`config.mk`:
```
export PLATFORM = sky130hd
export DESIGN_NAME = lpmc
export DESIGN_NICKNAME = d
export VERILOG_FILES = /design/src/lpmc_pkg.sv /design/src/lpmc.sv
export VERILOG_INCLUDE_DIRS = /design/src
export SDC_FILE = /design/constraint.sdc
export NUM_CORES = 1
export LEC_CHECK = 0
export BUFFER_PORTS_ARGS = -buffer_cell sky130_fd_sc_hd__buf_4
export CAP_MARGIN = 30
export CORE_ASPECT_RATIO = 0.7
export CORE_UTILIZATION = 52
export DETAILED_ROUTE_END_ITERATION = 12
export HOLD_SLACK_MARGIN = 0.05
export PLACE_DENSITY = 0.74
export SLEW_MARGIN = 20
export SYNTH_ARGS = -nofsm -noshare
export SYNTH_HDL_FRONTEND = slang
export SYNTH_SLANG_ARGS = --single-unit
export TNS_END_PERCENT = 30
```
`constraint.sdc`:
```
create_clock -name clock_in -period 3.5 [get_ports clock_in]
set_input_delay 0.175 -clock clock_in [delete_from_list [all_inputs] [get_ports clock_in]]
set_output_delay 0.175 -clock clock_in [all_outputs]
set_load 0.02 [all_outputs]
```
`src/lpmc_params.svh`:
```
`ifndef LPMC_PARAMS_SVH
`define LPMC_PARAMS_SVH

// Register offsets on the plain register port
`define LPMC_OFS_PDATA 4'h0
`define LPMC_OFS_PDIR 4'h1
`define LPMC_OFS_PCONN 4'h2
`define LPMC_OFS_PSEL 4'h3
`define LPMC_OFS_CTCS 4'h4
`define LPMC_OFS_CCR 4'h5
`define LPMC_OFS_STAT 4'h6
`define LPMC_OFS_PRESC 4'h7

// Core timer control/status fields
`define LPMC_CT_OVF_FLAG 7
`define LPMC_CT_TICK_FLAG 6
`define LPMC_CT_OVF_EN 5
`define LPMC_CT_TICK_EN 4
`define LPMC_CT_RATE_HI 1
`define LPMC_CT_RATE_LO 0

// Condition flags field
`define LPMC_CCR_IMASK 3

// Reset values
`define LPMC_RST_PORT 6'h00
`define LPMC_RST_CTCS 8'h00
`define LPMC_RST_CCR 8'h08

// Oscillator restart wait after stop, in microseconds
`define LPMC_STAB_US 25
`define LPMC_CLK_MHZ 200

`endif

```
`src/lpmc_pkg.sv`:
```
package lpmc_pkg;

  typedef enum logic [1:0] {
    LPMC_RUN,
    LPMC_WAIT,
    LPMC_STOP,
    LPMC_STAB
  } lpmc_mode_e;

  typedef struct packed {
    logic [3:0] addr;
    logic [7:0] wdata;
    logic wr;
    logic rd;
  } lpmc_req_s;

  typedef struct packed {
    logic [5:0] dout;
    logic [5:0] oe;
  } lpmc_periph_s;

endpackage

```
`src/lpmc.sv`:
```
`timescale 1ns/1ps
`default_nettype none
`include "lpmc_params.svh"

// Summary of operation
// - Bus clock is oscillator divided by two
// - Low reset pin holds defined start state
// - Reset clears port regs except data
// - Connect bit routes peripheral to pin
// - Stop turns oscillator off, halts everything
// - Stop entry clears timer flags and enables
// - Stop entry clears the timer prescaler
// - Stop entry clears the interrupt mask
// - Stop keeps all other state unchanged
// - Only external interrupt or reset wakes stop
// - Stop disabled by option acts as nop
// - Wait halts CPU, peripherals stay clocked
// - Enabled peripheral interrupt ends wait
// - Wait entry clears mask, keeps rest
// - Core timer may run to wake wait
// - Reset release resumes operation from reset
module lpmc #(
  parameter bit STOP_DISABLE = 1'b0,
  parameter int STAB_CYCLES = `LPMC_STAB_US * `LPMC_CLK_MHZ,
  parameter int PRESC_W = 7
) (
  // Clock and reset
  input wire logic clock_in,
  input wire logic sys_rst_in,
  input wire logic reset_n_pin_in,
  // Register port
  input wire lpmc_pkg::lpmc_req_s req_in,
  output logic [7:0] rdata_out,
  // CPU instruction events and state
  input wire logic stop_exec_in,
  input wire logic wait_exec_in,
  output logic cpu_halt_out,
  output logic irq_mask_out,
  output logic core_irq_out,
  // Clocking
  output logic osc_on_out,
  output logic bus_clk_en_out,
  output logic periph_clk_en_out,
  output logic [1:0] mode_out,
  // Wake sources
  input wire logic ext_irq_n_pin_in,
  input wire logic timer16_irq_in,
  input wire logic serial_irq_in,
  // Shared port
  input wire logic [5:0] port_pin_in,
  input wire lpmc_pkg::lpmc_periph_s timer16_pins_in,
  input wire lpmc_pkg::lpmc_periph_s serial_pins_in,
  output logic [5:0] port_dout_out,
  output logic [5:0] port_oe_out,
  output logic [5:0] port_pullup_out,
  output logic [5:0] port_din_out
);

  ////////////////////////////////////////////////////////////////////////////
  logic [2:0] rst_sync_r;
  logic rst_lvl_r;
  logic [2:0] xirq_sync_r;
  logic xirq_lvl_r;
  logic [5:0] pin_s1_r;
  logic [5:0] pin_s2_r;
  logic [5:0] pin_s3_r;
  logic [5:0] pin_lvl_r;
  logic rst;

  // Pin inputs: three stages, level accepted when stages two and three agree
  always_ff @(posedge clock_in)
  begin
    if (sys_rst_in)
    begin
      rst_sync_r <= 3'h0;
      rst_lvl_r <= 1'b0;
    end
    else
    begin
      rst_sync_r <= {rst_sync_r[1:0], reset_n_pin_in};
      if (rst_sync_r[1] == rst_sync_r[2])
        rst_lvl_r <= rst_sync_r[2];
    end
  end

  always_ff @(posedge clock_in)
  begin
    if (sys_rst_in)
    begin
      xirq_sync_r <= 3'h7;
      xirq_lvl_r <= 1'b1;
    end
    else
    begin
      xirq_sync_r <= {xirq_sync_r[1:0], ext_irq_n_pin_in};
      if (xirq_sync_r[1] == xirq_sync_r[2])
        xirq_lvl_r <= xirq_sync_r[2];
    end
  end

  always_ff @(posedge clock_in)
  begin
    pin_s1_r <= port_pin_in;
    pin_s2_r <= pin_s1_r;
    pin_s3_r <= pin_s2_r;
    if (sys_rst_in)
      pin_lvl_r <= 6'h00;
    else
      pin_lvl_r <= (pin_s2_r & pin_s3_r) | (pin_lvl_r & (pin_s2_r ^ pin_s3_r));
  end

  // Held for as long as the pin is low; release resumes from reset
  assign rst = sys_rst_in | ~rst_lvl_r;

  ////////////////////////////////////////////////////////////////////////////
  lpmc_pkg::lpmc_mode_e mode_r;
  logic [$clog2(STAB_CYCLES+1)-1:0] stab_cnt_r;
  logic div_r;
  logic bus_en;
  logic osc_on;
  logic stop_go;
  logic wait_go;
  logic wait_wake;
  logic core_irq;
  logic [7:0] ctcs_r;

  assign osc_on = (mode_r != lpmc_pkg::LPMC_STOP);
  assign stop_go = stop_exec_in && !STOP_DISABLE &&
                   (mode_r == lpmc_pkg::LPMC_RUN);
  assign wait_go = wait_exec_in && !stop_exec_in &&
                   (mode_r == lpmc_pkg::LPMC_RUN);
  assign core_irq = (ctcs_r[`LPMC_CT_OVF_FLAG] & ctcs_r[`LPMC_CT_OVF_EN]) |
                    (ctcs_r[`LPMC_CT_TICK_FLAG] & ctcs_r[`LPMC_CT_TICK_EN]);
  assign wait_wake = core_irq | timer16_irq_in | serial_irq_in |
                     ~xirq_lvl_r;

  // Oscillator divided by two; stalls while the oscillator is off
  always_ff @(posedge clock_in)
  begin
    if (rst)
      div_r <= 1'b0;
    else if (osc_on)
      div_r <= ~div_r;
  end

  assign bus_en = div_r && (mode_r == lpmc_pkg::LPMC_RUN ||
                            mode_r == lpmc_pkg::LPMC_WAIT);

  always_ff @(posedge clock_in)
  begin
    if (rst)
    begin
      mode_r <= lpmc_pkg::LPMC_RUN;
      stab_cnt_r <= '0;
    end
    else
    begin
      case (mode_r)
        lpmc_pkg::LPMC_RUN:
        begin
          if (stop_go)
            mode_r <= lpmc_pkg::LPMC_STOP;
          else if (wait_go)
            mode_r <= lpmc_pkg::LPMC_WAIT;
        end
        lpmc_pkg::LPMC_WAIT:
        begin
          if (wait_wake)
            mode_r <= lpmc_pkg::LPMC_RUN;
        end
        lpmc_pkg::LPMC_STOP:
        begin
          // Nothing but the external interrupt or a reset leaves here
          if (!xirq_lvl_r)
          begin
            mode_r <= lpmc_pkg::LPMC_STAB;
            stab_cnt_r <= '0;
          end
        end
        lpmc_pkg::LPMC_STAB:
        begin
          if (stab_cnt_r == ($bits(stab_cnt_r))'(STAB_CYCLES - 1))
            mode_r <= lpmc_pkg::LPMC_RUN;
          else
            stab_cnt_r <= stab_cnt_r + 1'b1;
        end
        default: mode_r <= lpmc_pkg::LPMC_RUN;
      endcase
    end
  end

  ////////////////////////////////////////////////////////////////////////////
  logic [PRESC_W-1:0] presc_r;
  logic [7:0] ctr_r;
  logic ovf_set;
  logic tick_set;
  logic [7:0] tick_mask;
  logic presc_wrap;
  logic [7:0] ccr_r;
  logic wr_ctcs;

  // Core timer keeps counting in wait so it can serve as a wake source
  assign presc_wrap = bus_en && (presc_r == {PRESC_W{1'b1}});
  assign ovf_set = presc_wrap && (ctr_r == 8'hFF);

  always_comb
  begin
    case (ctcs_r[`LPMC_CT_RATE_HI:`LPMC_CT_RATE_LO])
      2'h0: tick_mask = 8'h0F;
      2'h1: tick_mask = 8'h1F;
      2'h2: tick_mask = 8'h3F;
      default: tick_mask = 8'h7F;
    endcase
  end

  assign tick_set = presc_wrap && ((ctr_r & tick_mask) == tick_mask);
  assign wr_ctcs = req_in.wr && req_in.addr == `LPMC_OFS_CTCS;

  always_ff @(posedge clock_in)
  begin
    if (rst || stop_go)
      presc_r <= '0;
    else if (bus_en)
      presc_r <= presc_r + 1'b1;
  end

  // The counter itself survives stop
  always_ff @(posedge clock_in)
  begin
    if (rst)
      ctr_r <= 8'h00;
    else if (presc_wrap)
      ctr_r <= ctr_r + 8'h01;
  end

  // Flags clear by writing one; a set in the same cycle wins
  always_ff @(posedge clock_in)
  begin
    if (rst)
      ctcs_r <= `LPMC_RST_CTCS;
    else if (stop_go)
    begin
      ctcs_r[`LPMC_CT_OVF_FLAG] <= 1'b0;
      ctcs_r[`LPMC_CT_TICK_FLAG] <= 1'b0;
      ctcs_r[`LPMC_CT_OVF_EN] <= 1'b0;
      ctcs_r[`LPMC_CT_TICK_EN] <= 1'b0;
    end
    else
    begin
      if (ovf_set)
        ctcs_r[`LPMC_CT_OVF_FLAG] <= 1'b1;
      else if (wr_ctcs && req_in.wdata[`LPMC_CT_OVF_FLAG])
        ctcs_r[`LPMC_CT_OVF_FLAG] <= 1'b0;
      if (tick_set)
        ctcs_r[`LPMC_CT_TICK_FLAG] <= 1'b1;
      else if (wr_ctcs && req_in.wdata[`LPMC_CT_TICK_FLAG])
        ctcs_r[`LPMC_CT_TICK_FLAG] <= 1'b0;
      if (wr_ctcs)
        ctcs_r[5:0] <= req_in.wdata[5:0];
    end
  end

  always_ff @(posedge clock_in)
  begin
    if (rst)
      ccr_r <= `LPMC_RST_CCR;
    else if (stop_go || wait_go)
      ccr_r[`LPMC_CCR_IMASK] <= 1'b0;
    else if (req_in.wr && req_in.addr == `LPMC_OFS_CCR)
      ccr_r <= req_in.wdata;
  end

  ////////////////////////////////////////////////////////////////////////////
  logic [5:0] pdata_r;
  logic [5:0] pdir_r;
  logic [5:0] pconn_r;
  logic [5:0] psel_r;
  logic [5:0] drv_out;
  logic [5:0] drv_oe;

  // Data register is left alone by reset, as on the pins of old
  always_ff @(posedge clock_in)
  begin
    if (req_in.wr && req_in.addr == `LPMC_OFS_PDATA)
      pdata_r <= req_in.wdata[5:0];
  end

  always_ff @(posedge clock_in)
  begin
    if (rst)
    begin
      pdir_r <= `LPMC_RST_PORT;
      pconn_r <= `LPMC_RST_PORT;
      psel_r <= `LPMC_RST_PORT;
    end
    else if (req_in.wr)
    begin
      if (req_in.addr == `LPMC_OFS_PDIR)
        pdir_r <= req_in.wdata[5:0];
      if (req_in.addr == `LPMC_OFS_PCONN)
        pconn_r <= req_in.wdata[5:0];
      if (req_in.addr == `LPMC_OFS_PSEL)
        psel_r <= req_in.wdata[5:0];
    end
  end

  genvar gi;
  generate
    for (gi = 0; gi < 6; gi++)
    begin : g_pin
      always_comb
      begin
        if (pconn_r[gi])
        begin
          drv_out[gi] = psel_r[gi] ? serial_pins_in.dout[gi] :
                                     timer16_pins_in.dout[gi];
          drv_oe[gi] = psel_r[gi] ? serial_pins_in.oe[gi] :
                                    timer16_pins_in.oe[gi];
        end
        else
        begin
          drv_out[gi] = pdir_r[gi] & pdata_r[gi];
          drv_oe[gi] = pdir_r[gi];
        end
      end
    end
  endgenerate

  ////////////////////////////////////////////////////////////////////////////
  // Every output registered; pins keep their state through stop and wait
  always_ff @(posedge clock_in)
  begin
    if (rst)
    begin
      port_dout_out <= 6'h00;
      port_oe_out <= 6'h00;
      port_pullup_out <= 6'h3F;
      port_din_out <= 6'h00;
    end
    else
    begin
      port_dout_out <= drv_out & drv_oe;
      port_oe_out <= drv_oe;
      port_pullup_out <= ~drv_oe & ~pconn_r;
      port_din_out <= pin_lvl_r;
    end
  end

  always_ff @(posedge clock_in)
  begin
    if (rst)
    begin
      cpu_halt_out <= 1'b0;
      osc_on_out <= 1'b1;
      bus_clk_en_out <= 1'b0;
      periph_clk_en_out <= 1'b0;
      mode_out <= 2'h0;
      irq_mask_out <= 1'b1;
      core_irq_out <= 1'b0;
    end
    else
    begin
      cpu_halt_out <= (mode_r != lpmc_pkg::LPMC_RUN);
      osc_on_out <= osc_on;
      bus_clk_en_out <= bus_en && mode_r == lpmc_pkg::LPMC_RUN;
      periph_clk_en_out <= bus_en;
      mode_out <= mode_r;
      irq_mask_out <= ccr_r[`LPMC_CCR_IMASK];
      core_irq_out <= core_irq;
    end
  end

  always_ff @(posedge clock_in)
  begin
    if (rst || !req_in.rd)
      rdata_out <= 8'h00;
    else
    begin
      case (req_in.addr)
        `LPMC_OFS_PDATA: rdata_out <= {2'h0, pin_lvl_r};
        `LPMC_OFS_PDIR: rdata_out <= {2'h0, pdir_r};
        `LPMC_OFS_PCONN: rdata_out <= {2'h0, pconn_r};
        `LPMC_OFS_PSEL: rdata_out <= {2'h0, psel_r};
        `LPMC_OFS_CTCS: rdata_out <= ctcs_r;
        `LPMC_OFS_CCR: rdata_out <= ccr_r;
        `LPMC_OFS_STAT: rdata_out <= {6'h00, mode_r};
        `LPMC_OFS_PRESC: rdata_out <= ctr_r;
        default: rdata_out <= 8'h00;
      endcase
    end
  end

endmodule
`default_nettype wire

```
Yosys cells after proc, flatten, opt, wreduce, memory -nomap -nowiden
Index checks and enable logic that the tools add are counted.
Cells by class
  $add $sub $neg: 3
  muxes and demuxes: 41
  equal/unequal tests: 24
  reduce and logical (&&, ||, !) cells: 35
  bitwise gates (word level): 27
Operators with widths (count)
  $pmux W8 S8: 1
  $mux W1: 29
  $mux W13: 2
  $pmux W13 S2: 1
  $and A6 B6 Y6: 4
  $pmux W7 S3: 1
  $eq A4 B3 Y1 const B: 4
  $add A13 B1 Y13 const B: 1
  $eq A13 B13 Y1 const B: 1
  $logic_and A1 B1 Y1: 13
  $not A6 Y6: 2
  $mux W2: 5
  $ne A2 B2 Y1 const B: 5
  $reduce_and A2 Y1: 5
  $reduce_bool A2 Y1: 5
  $add A8 B1 Y8 const B: 1
  $and A1 B1 Y1: 8
  $and A8 B8 Y8: 1
  $eq A4 B2 Y1 const B: 2
  $eq A8 B8 Y1: 1
  $eq A8 B8 Y1 const B: 1
  $pmux W2 S4: 1
  $add A7 B1 Y7 const B: 1
  $eq A7 B7 Y1 const B: 1
  17 further kinds: 34
Word-level totals
  bits in registers: 143
  input bits: 52
  output and inout bits: 40

Logic depth before layout (Yosys ltp)
Gate-level depths: netlist of run 1.
  word-level depth: 7
  depth in mapped cells: 7
  gate-level depth less buffers: 5

Worst setup path after synthesis of run 1
No wires, ideal clock.
  path type: register to register
  start point: register stab_cnt_r[0]
  end point: register stab_cnt_r[3]
  path slack: 1739 ps
  path buffers: 1
  clock period less this slack: 1761 ps
  stages on the path, launching flop included: 7
  arrival time: 1690 ps
  data required time: 3429 ps
  path through: dfxtp_1 > ha_1 > and4_1 > and4_1 > clkbuf_1 > or4_1 > a21oi_1
On the way
  longest elaborated chain between the ends: 3
RTL lines
  from (decl): RTL line lpmc.sv:117  | logic [$clog2(STAB_CYCLES+1)-1:0] stab_cnt_r;
  from (signal assigned): RTL line lpmc.sv:185  | stab_cnt_r <= stab_cnt_r + 1'b1;
  $add A13 B1 Y13 / $eq A13 B13 Y1 (equally long branches): RTL line lpmc.sv:185, lpmc.sv:182
  $mux W13 / $ne A2 B2 Y1 (equally long branches)
  $pmux W13 S2 / $reduce_and A3 Y1 (equally long branches)
Parallel ways exist; a longest one is shown, timed or not. The select of a mux whose other input is x is not followed.
A chain may end at the register's enable or synchronous reset.

Worst setup path in the final report of run 1
  start point: register mode_r[1]
  end point: register ccr_r[0]
On the way
  longest elaborated chain between the ends: 5
RTL lines
  from (decl): RTL line lpmc.sv:116  | lpmc_pkg::lpmc_mode_e mode_r;
  from (signal assigned): RTL line lpmc.sv:153  | mode_r <= lpmc_pkg::LPMC_RUN;
  from (signal assigned): RTL line lpmc.sv:162  | mode_r <= lpmc_pkg::LPMC_STOP;
  from (signal assigned): RTL line lpmc.sv:164  | mode_r <= lpmc_pkg::LPMC_WAIT;
  $logic_not A2 Y1 (*): RTL line lpmc.sv:129, lpmc.sv:131
  $logic_and A1 B1 Y1 (on tied branches): RTL line lpmc.sv:128, lpmc.sv:130
  $logic_or A1 B1 Y1 (*): RTL line lpmc.sv:267  | else if (stop_go || wait_go)
  $not A1 Y1 (no line) (*)
  $reduce_and A2 Y1 (no line) (*)
  to (signal assigned): RTL line lpmc.sv:266  | ccr_r <= `LPMC_RST_CCR;
  to (signal assigned): RTL line lpmc.sv:270  | ccr_r <= req_in.wdata;
  to (decl): RTL line lpmc.sv:199  | logic [7:0] ccr_r;
Mark *: on every way between the ends. The rest lies on a longest branch, timed or not.

==> summary.md, run 1 <==
| Metric | Value |
|---|---|
| Status | finished, final reports clean |
| Final Setup Violations | 0 |
| Core box area | 10,400 um2 |
| Fin cells | 824 |
| DRT Pass-1 Iters | 5 |
| WS Path Type | reg2reg |
| Simple-gate share of the synthesized area | 0.2015 |
| Peak VDD IR | approximately 0.38 mV |
| Syn Inst Count | 573 |
| Critical Path Start Type | flip-flop |
| Synth cell types | 57 |
| Yosys reg bits | 143 |
| Buffers added on ports | 91 |
| Complex-gate fraction of the synthesized area | 0.1123 |
| Vias in the first global route | 4,351 |
| Reg clk slew, reported paths | 0.06 ns |
| Post-synth EDFFs | 6 |
| Slew margin rel. | 0.3649 |
| Most common cell after layout, fill and taps aside | dfxtp_1 |
| Least-Margin Pin Slew | 0.9526 ns |
| Clock Sinks | about 140 |
| Largest net degree at the start of global routing | 29 |
| Post-CTS sizing | 0 |
| Most used DFF post-synth | dfxtp_1 |
| Setup TNS | 0 ns |
| Hpwl dp | 9.059 mm |
| TritonCTS Buffers | 17 |
| Most frequent cells in the layout | dfxtp_1 (137), buf_4 (93), nor2_1 (55), nand2_1 (53), a21oi_1 (41) |
| RSZ-0062 raised after global routing | false |
| XOR/XNOR share of the synthesized area | 0.02192 |
| LEAKAGE | 2.640 nW |
| WP data arrival | 2.47 ns |
| Horiz. Die Dim | approximately 130 um |
| Std cell rows | 31 |
| Syn_area_per_cell | 9.763 um2 |
| Yosys Warn Count | 0 |
| Synthesized net count | ~630 |
| Tmin final | 2.199 ns |
| Nets | 740 |
| Cell Pwr Density | 508.5 nW/um2 |
| Worst path slowest cell | a2111oi_4 |
| Largest family of logic cells by synthesized area | simple AND/OR/NAND/NOR gates |
| Post-route DRC violation count | 0 |
| Async S/R FF share, synth | 0 |
| CP most frequent cell | nor2_1 |
| First-pass GRT wire length | 21.35 mm |
| Slew Viols, Final | 0 |
| Die Ht | 88.78 um |
| Critical hold path startpoint | req_in[13] |
| Fmax | about 0.45 GHz |
| First DRT Iteration DRCs | 418 |
| Share of cells above drive strength 1 | 0.1936 |
| Overflow after GRT | 0 |
| Placed cell count | slightly below 800 |
| Root Driver | clkbuf_16 |
| Cell family with most CP delay | compound AO/OA/AOI/OAI gates |
| Clk_lat worst skew | between 0.4 and 0.5 ns |
| Placer Congestion | 0.8548 |
| Max_cap viols | 0 |
| Slowest stage delay, CP | 0.72 ns |
| Crit path launch | mode_r[1]$_SDFFE_PP0P_ |
| Post-DR wirelength/cell | 16.20 um |
| CP Data Required Time | around 3.8 ns |
| Synthesis-to-finish area growth | 27.87% |
| DIE AREA | 11,180 um2 |
| Seq/Total Area, Yosys | 0.5225 |
| Final antenna-violating net count | 0 |
| Final setup margin | 1.301 ns |
| HP Class | in2reg |
| I/O pins | between 90 and 100 |
| CTS tree | yes |
| Synth Area in Adders | 0.02013 |
| Starting Density | 0.5382 |
| Crit-path max FO | 19 |
| Crit-path cells | nor2_1, a2111oi_4, mux2i_1, nor2_1 |
| Post-Route Skew | 0.008042 ns |
| Final worst-path cycle share | 0.6284 |
| Antenna violations before repair | 0 |
| Hold Fails Final Rpt | 0 |
| Clock Path Buffers | 2 |
| CTS H-Tree Depth | 4 |
| Vias per cell | 5.561 |
| Inserted Diodes | 0 |
| Dpl ws | between 1 and 1.5 ns |
| Crit end category | flip-flop |
| Cell area after synthesis | around 5600 um2 |
| R2r startpoint | mode_r[1]$_SDFFE_PP0P_ |
| Total Routing Usage GR | 0.2476 |
| WL final | between 10 and 15 mm |
| Total number of vias | approximately 4,600 |
| Mux contribution to synthesized area | 0.09774 |
| Worst path bufs/invs | 0 |
-- worst reg2reg max path, stage by stage, from the launching register on --
cell       delay (ns)
dfxtp_1          0.71
nor2_1           0.27
a2111oi_4        0.72
mux2i_1          0.30
nor2_1           0.05
-- flip-flops by register name, summed over array words and instances, names as in the netlist, 7 cells and up --
register	flops
presc_r	7
ccr_r	8
ctr_r	8
ctcs_r	8
rdata_out	8
stab_cnt_r	13
-- per-layer routing --
layer / vias to the layer above / track usage / wire [um]
met5: - / 0 / 0
met4: 0 / 0.09639 / 167
met3: 16 / 0.07134 / 942
met2: 181 / 0.3757 / 5872
met1: 2142 / 0.3362 / 6365
li1: 2243 / - / -
-- worst paths after layout --
kind	end	depth (start not counted)	slack, ns
min reg2reg	pin_s2_r[5]$_DFF_P_	0	0.33
max	ccr_r[0]$_SDFFE_PP0P_	4	1.30
max reg2reg	ccr_r[0]$_SDFFE_PP0P_	4	1.30
min	rdata_out[0]$_SDFF_PP0_	3	0.10
-- area by class of cell --
type / instances / area (um2)
Fill cell: 791 / 3242
Multi-Input combinational cell: 396 / 2537
Tap cell: 132 / 165.2
Timing Repair Buffer: 112 / 888.4
Clock inverter: 14 / 155.1
Clock buffer: 18 / 450.4
Inverter: 9 / 33.78
Sequential cell: 143 / 2923
-- synthesized netlist by cell type (all sizes together), types with 2 or more instances --
cell type,count,area share
a31oi,4,0.0045
o31ai,6,0.0081
edfxtp,6,0.032
nor3b,3,0.0049
or3,3,0.0034
mux4,2,0.0081
nand2b,8,0.0089
o21a,3,0.0040
and3,6,0.0067
and4,3,0.0047
nor2,55,0.037
dfxtp,137,0.49
mux2i,40,0.072
buf,8,0.0065
ha,9,0.020
xnor2,9,0.014
a22oi,4,0.0054
or2,6,0.0072
o2bb2ai,2,0.0031
a21oi,41,0.037
nor3,7,0.0063
nand4,9,0.010
nor2b,9,0.010
o21ai,26,0.023
nor4,6,0.0067
nand2,53,0.036
inv,9,0.0060
or4,5,0.0067
nand3,27,0.024
nand3b,3,0.0040
a2111oi,2,0.0098
nand4b,2,0.0031
xor2,5,0.0078
and2,15,0.017
clkbuf,17,0.011
mux2,9,0.018
-- power by group --
| part | total [mW] | switching [mW] | leakage [nW] | internal [mW] |
|---|---|---|---|---|
| logic | 0.145 | 0.0683 | 1.17 | 0.0769 |
| registers | 1.67 | 0.0108 | 1.17 | 1.66 |
| clock network | 1.82 | 0.719 | 0.298 | 1.10 |
-- kinds of logic after synthesis --
family	after synthesis
buffers and inverters	34
XOR/XNOR	14
adder cells (fa/ha/maj)	9
flip-flops	143
AO/OA/AOI/OAI	99
multiplexers	51
AND/OR/NAND/NOR	223
-- timing repair --
action                    CTS  global route
hold endpoints to repair   28             0
hold buffers               19             0
setup buffers               0             0
-- through the flow --
stage	util	cell area, um2	power [mW]	hold WS [ns]
final	0.6881	7153	3.637	0.1001
after global routing	0.6881	7153	3.758	0.08363
after CTS	0.6881	7153	3.655	0.07607
after detailed placement	0.6116	6357	1.829	0.2806
after global placement	0.6116	6357	1.825	0.2795
after floorplan	-	5594	1.759	0.2027
(Power assumes the default switching activity.)
==> run 2, diff against run 1 <==
CORE_UTILIZATION = 50   (was 52)
PLACE_DENSITY = 0.75   (was 0.74)
clock period = 1.8 ns   (was 3.5 ns; I/O delays follow)
==> run 2 against run 1 <==
Against the previous run: die area grew 3.9%; worst setup slack lost 1.3 ns; sequential share of layout area shrank 1.4 points; non-clock buffer count grew 31; sequential cell count is the same; highest routed layer unchanged.
==> summary.md, run 2 (synthesis gave the netlist of run 1 again) <==
| Metric | Value |
|---|---|
| Status | finished, final reports clean (unchanged) |
| LEAKAGE | 2.756 nW (was 2.640 nW) |
| I/O pins | 92 (unchanged) |
| Fmax | 0.5711 GHz (was 0.4547 GHz) |
| Cell family with most CP delay | simple AND/OR/NAND/NOR gates (was compound AO/OA/AOI/OAI gates) |
| Placer Congestion | 0.8800 (was 0.8548) |
| Least-Margin Pin Slew | 0.4972 ns (was 0.9526 ns) |
| Die Ht | 90.50 um (was 88.78 um) |
| Reg-to-Reg End | stab_cnt_r[9]$_SDFFE_PP0P_ (was ccr_r[0]$_SDFFE_PP0P_) |
| Buffers added on ports | 91 (unchanged) |
| CP Depth | 5 (was 4) |
| Worst path bufs/invs | 0 (unchanged) |
| Tmin final | 1.751 ns (was 2.199 ns) |
| Clock Sinks | 143 (unchanged) |
| Final worst-path cycle share | 0.9727 (was 0.6284) |
| Critical Path Start Type | flip-flop (unchanged) |
| Largest net degree at the start of global routing | 29 (unchanged) |
| Largest register FFs | 13 (unchanged) |
| TritonCTS Buffers | 17 (unchanged) |
| Vias in the first global route | 4,427 (was 4,351) |
| Fillers | 802 (was 791) |
| Horiz. Die Dim | 128.4 um (was 126.0 um) |
| Clock Path Buffers | 2 (unchanged) |
| Inserted Diodes | 0 (unchanged) |
| R2r startpoint | stab_cnt_r[0]$_SDFFE_PP0P_ (was mode_r[1]$_SDFFE_PP0P_) |
| Std cell rows | 31 (unchanged) |
| Cell Pwr Density | 927.9 nW/um2 (was 508.5 nW/um2) |
| Hold Fails Final Rpt | 0 (unchanged) |
| Crit path launch | stab_cnt_r[0]$_SDFFE_PP0P_ (was mode_r[1]$_SDFFE_PP0P_) |
| Worst R2R Setup Slack | 0.05 ns (was 1.30 ns) |
| WP data arrival | 2.10 ns (was 2.47 ns) |
| Antenna violations before repair | 0 (unchanged) |
| Synthesis-to-finish area growth | 32.45% (was 27.87%) |
| Total number of vias | 4,740 (was 4,582) |
| CP endpoint | stab_cnt_r[9]$_SDFFE_PP0P_ (was ccr_r[0]$_SDFFE_PP0P_) |
| Overflow after GRT | 0 (unchanged) |
| CTS H-Tree Depth | 4 (unchanged) |
| Share of cells above drive strength 1 | 0.2130 (was 0.1936) |
| Crit end category | flip-flop (unchanged) |
| Area after DPL | 6497 um2 (was 6357 um2) |
| Total Routing Usage GR | 0.2429 (was 0.2476) |
| DIE AREA | 11,620 um2 (was 11,180 um2) |
| Reg clk slew, reported paths | 0.06 ns (about the same) |
| Slew Viols, Final | 0 (unchanged) |
| First-pass GRT wire length | 21.79 mm (was 21.35 mm) |
| CTS tree | yes (unchanged) |
| Reg2reg path depth | 5 (was 4) |
| Peak VDD IR | 0.7194 mV (was 0.3762 mV) |
| Worst path slowest cell | or4_1 (was a2111oi_4) |
| Slew margin rel. | 0.6673 (was 0.3649) |
| WL final | 13.73 mm (was 13.35 mm) |
| Most flops, register | stab_cnt_r (unchanged) |
| Nets | 771 (was 740) |
| Clk_lat worst skew | 0.42 ns (about the same) |
| RSZ-0062 raised after global routing | false (unchanged) |
| Root Driver | clkbuf_16 (unchanged) |
| Setup TNS | 0 ns (unchanged) |
| Total power | 6.876 mW (was 3.637 mW) |
| DRT Pass-1 Iters | 5 (unchanged) |
| WS Path Type | reg2reg (unchanged) |
| HP Class | in2reg (unchanged) |
| Slowest stage delay, CP | 0.47 ns (was 0.72 ns) |
| Most common cell after layout, fill and taps aside | dfxtp_1 (unchanged) |
| Final Setup Violations | 0 (unchanged) |
| Starting Density | 0.5264 (was 0.5382) |
| Post-CTS Setup Inserts | 0 (unchanged) |
| Post-DR wirelength/cell | 15.76 um (was 16.20 um) |
| Post-route DRC violation count | 0 (unchanged) |
| Core box area | 10,630 um2 (was 10,400 um2) |
| Hpwl dp | 9.288 mm (was 9.059 mm) |
| Final antenna-violating net count | 0 (unchanged) |
| Post-route cell area | 7410 um2 (was 7153 um2) |
| Vias per cell | 5.442 (was 5.561) |
| Most frequent cells in the layout | dfxtp_1 (137), buf_4 (109), nor2_1 (55), nand2_1 (53), a21oi_1 (41) (was dfxtp_1 (137), buf_4 (93), nor2_1 (55), nand2_1 (53), a21oi_1 (41)) |
| CP Data Required Time | 2.15 ns (was 3.77 ns) |
| First DRT Iteration DRCs | 477 (was 418) |
| Max_cap viols | 0 (unchanged) |
| Crit-path max FO | 5 (was 19) |
| Post-Route Skew | 0.007451 ns (was 0.008042 ns) |
| Crit-path cells | ha_2, and4_1, and4_2, or4_1, a21oi_1 (was nor2_1, a2111oi_4, mux2i_1, nor2_1) |
-- run 2: where the power goes --
part	switching, mW	leakage, nW	internal, mW
Combinational	0.142	1.31	0.178
Clock	1.47	0.276	1.84
Sequential	0.0208	1.17	3.22
-- run 2: worst min-delay path, delay by kind of cell --
family	cells	cell delay, ns
AOI/OAI and AO/OA	1	0.06
and+or+nand+nor	2	0.16
buffers and inverters	1	0.14
-- run 2: repair_timing --
item / in CTS / in global routing
endpoints found under the setup margin: 0 / 5
resized for setup: 0 / 4
endpoints found under the hold margin: 70 / 0
hold buffers: 34 / 0
-- run 2: area by class of cell --
class / instances / area (um2) / share of cell area
Clock buffer: 18 / 439.2 / 0.05927
Clock inverter: 14 / 117.6 / 0.01587
Tap cell: 148 / 185.2 / 0.02499
Inverter: 9 / 33.78 / 0.004559
Timing Repair Buffer: 143 / 1159 / 0.1564
Multi-Input combinational cell: 396 / 2552 / 0.3445
Sequential cell: 143 / 2923 / 0.3945
-- run 2: worst min-delay path by stage --
stage / from / endpoint / slack (ns) / cells after the start
2_1_floorplan: port_pin_in[0] / pin_s1_r[0]$_DFF_P_ / 0.12 / 0
3_3_place_gp: port_pin_in[5] / pin_s1_r[5]$_DFF_P_ / 0.19 / 1
3_5_place_dp: port_pin_in[5] / pin_s1_r[5]$_DFF_P_ / 0.20 / 1
4_1_cts: req_in[1] / ctcs_r[7]$_SDFFE_PP0P_ / 0.06 / 4
5_1_grt: req_in[1] / ctcs_r[7]$_SDFFE_PP0P_ / 0.09 / 4
6_report: req_in[1] / ctcs_r[7]$_SDFFE_PP0P_ / 0.07 / 4
-- run 2: per-layer routing --
layer	vias up	routed length, um	GRT usage
li1	2301	-	-
met4	0	162	0.07157
met1	2262	6781	0.3369
met5	-	0	0
met3	20	818	0.07405
met2	157	5964	0.3622
-- run 2: metrics by stage --
stage / hold WS, ns / instances / util / setup slack (ns)
after floorplan: 0.1177 / 573 / - / 0.03942
after global placement: 0.1947 / 805 / 0.6114 / 0.09621
after detailed placement: 0.1956 / 805 / 0.6114 / 0.06394
after CTS: 0.06301 / 871 / 0.6958 / 0.02728
after global routing: 0.08777 / 871 / 0.6972 / 0.007178
final: 0.07393 / 871 / 0.6972 / 0.04908
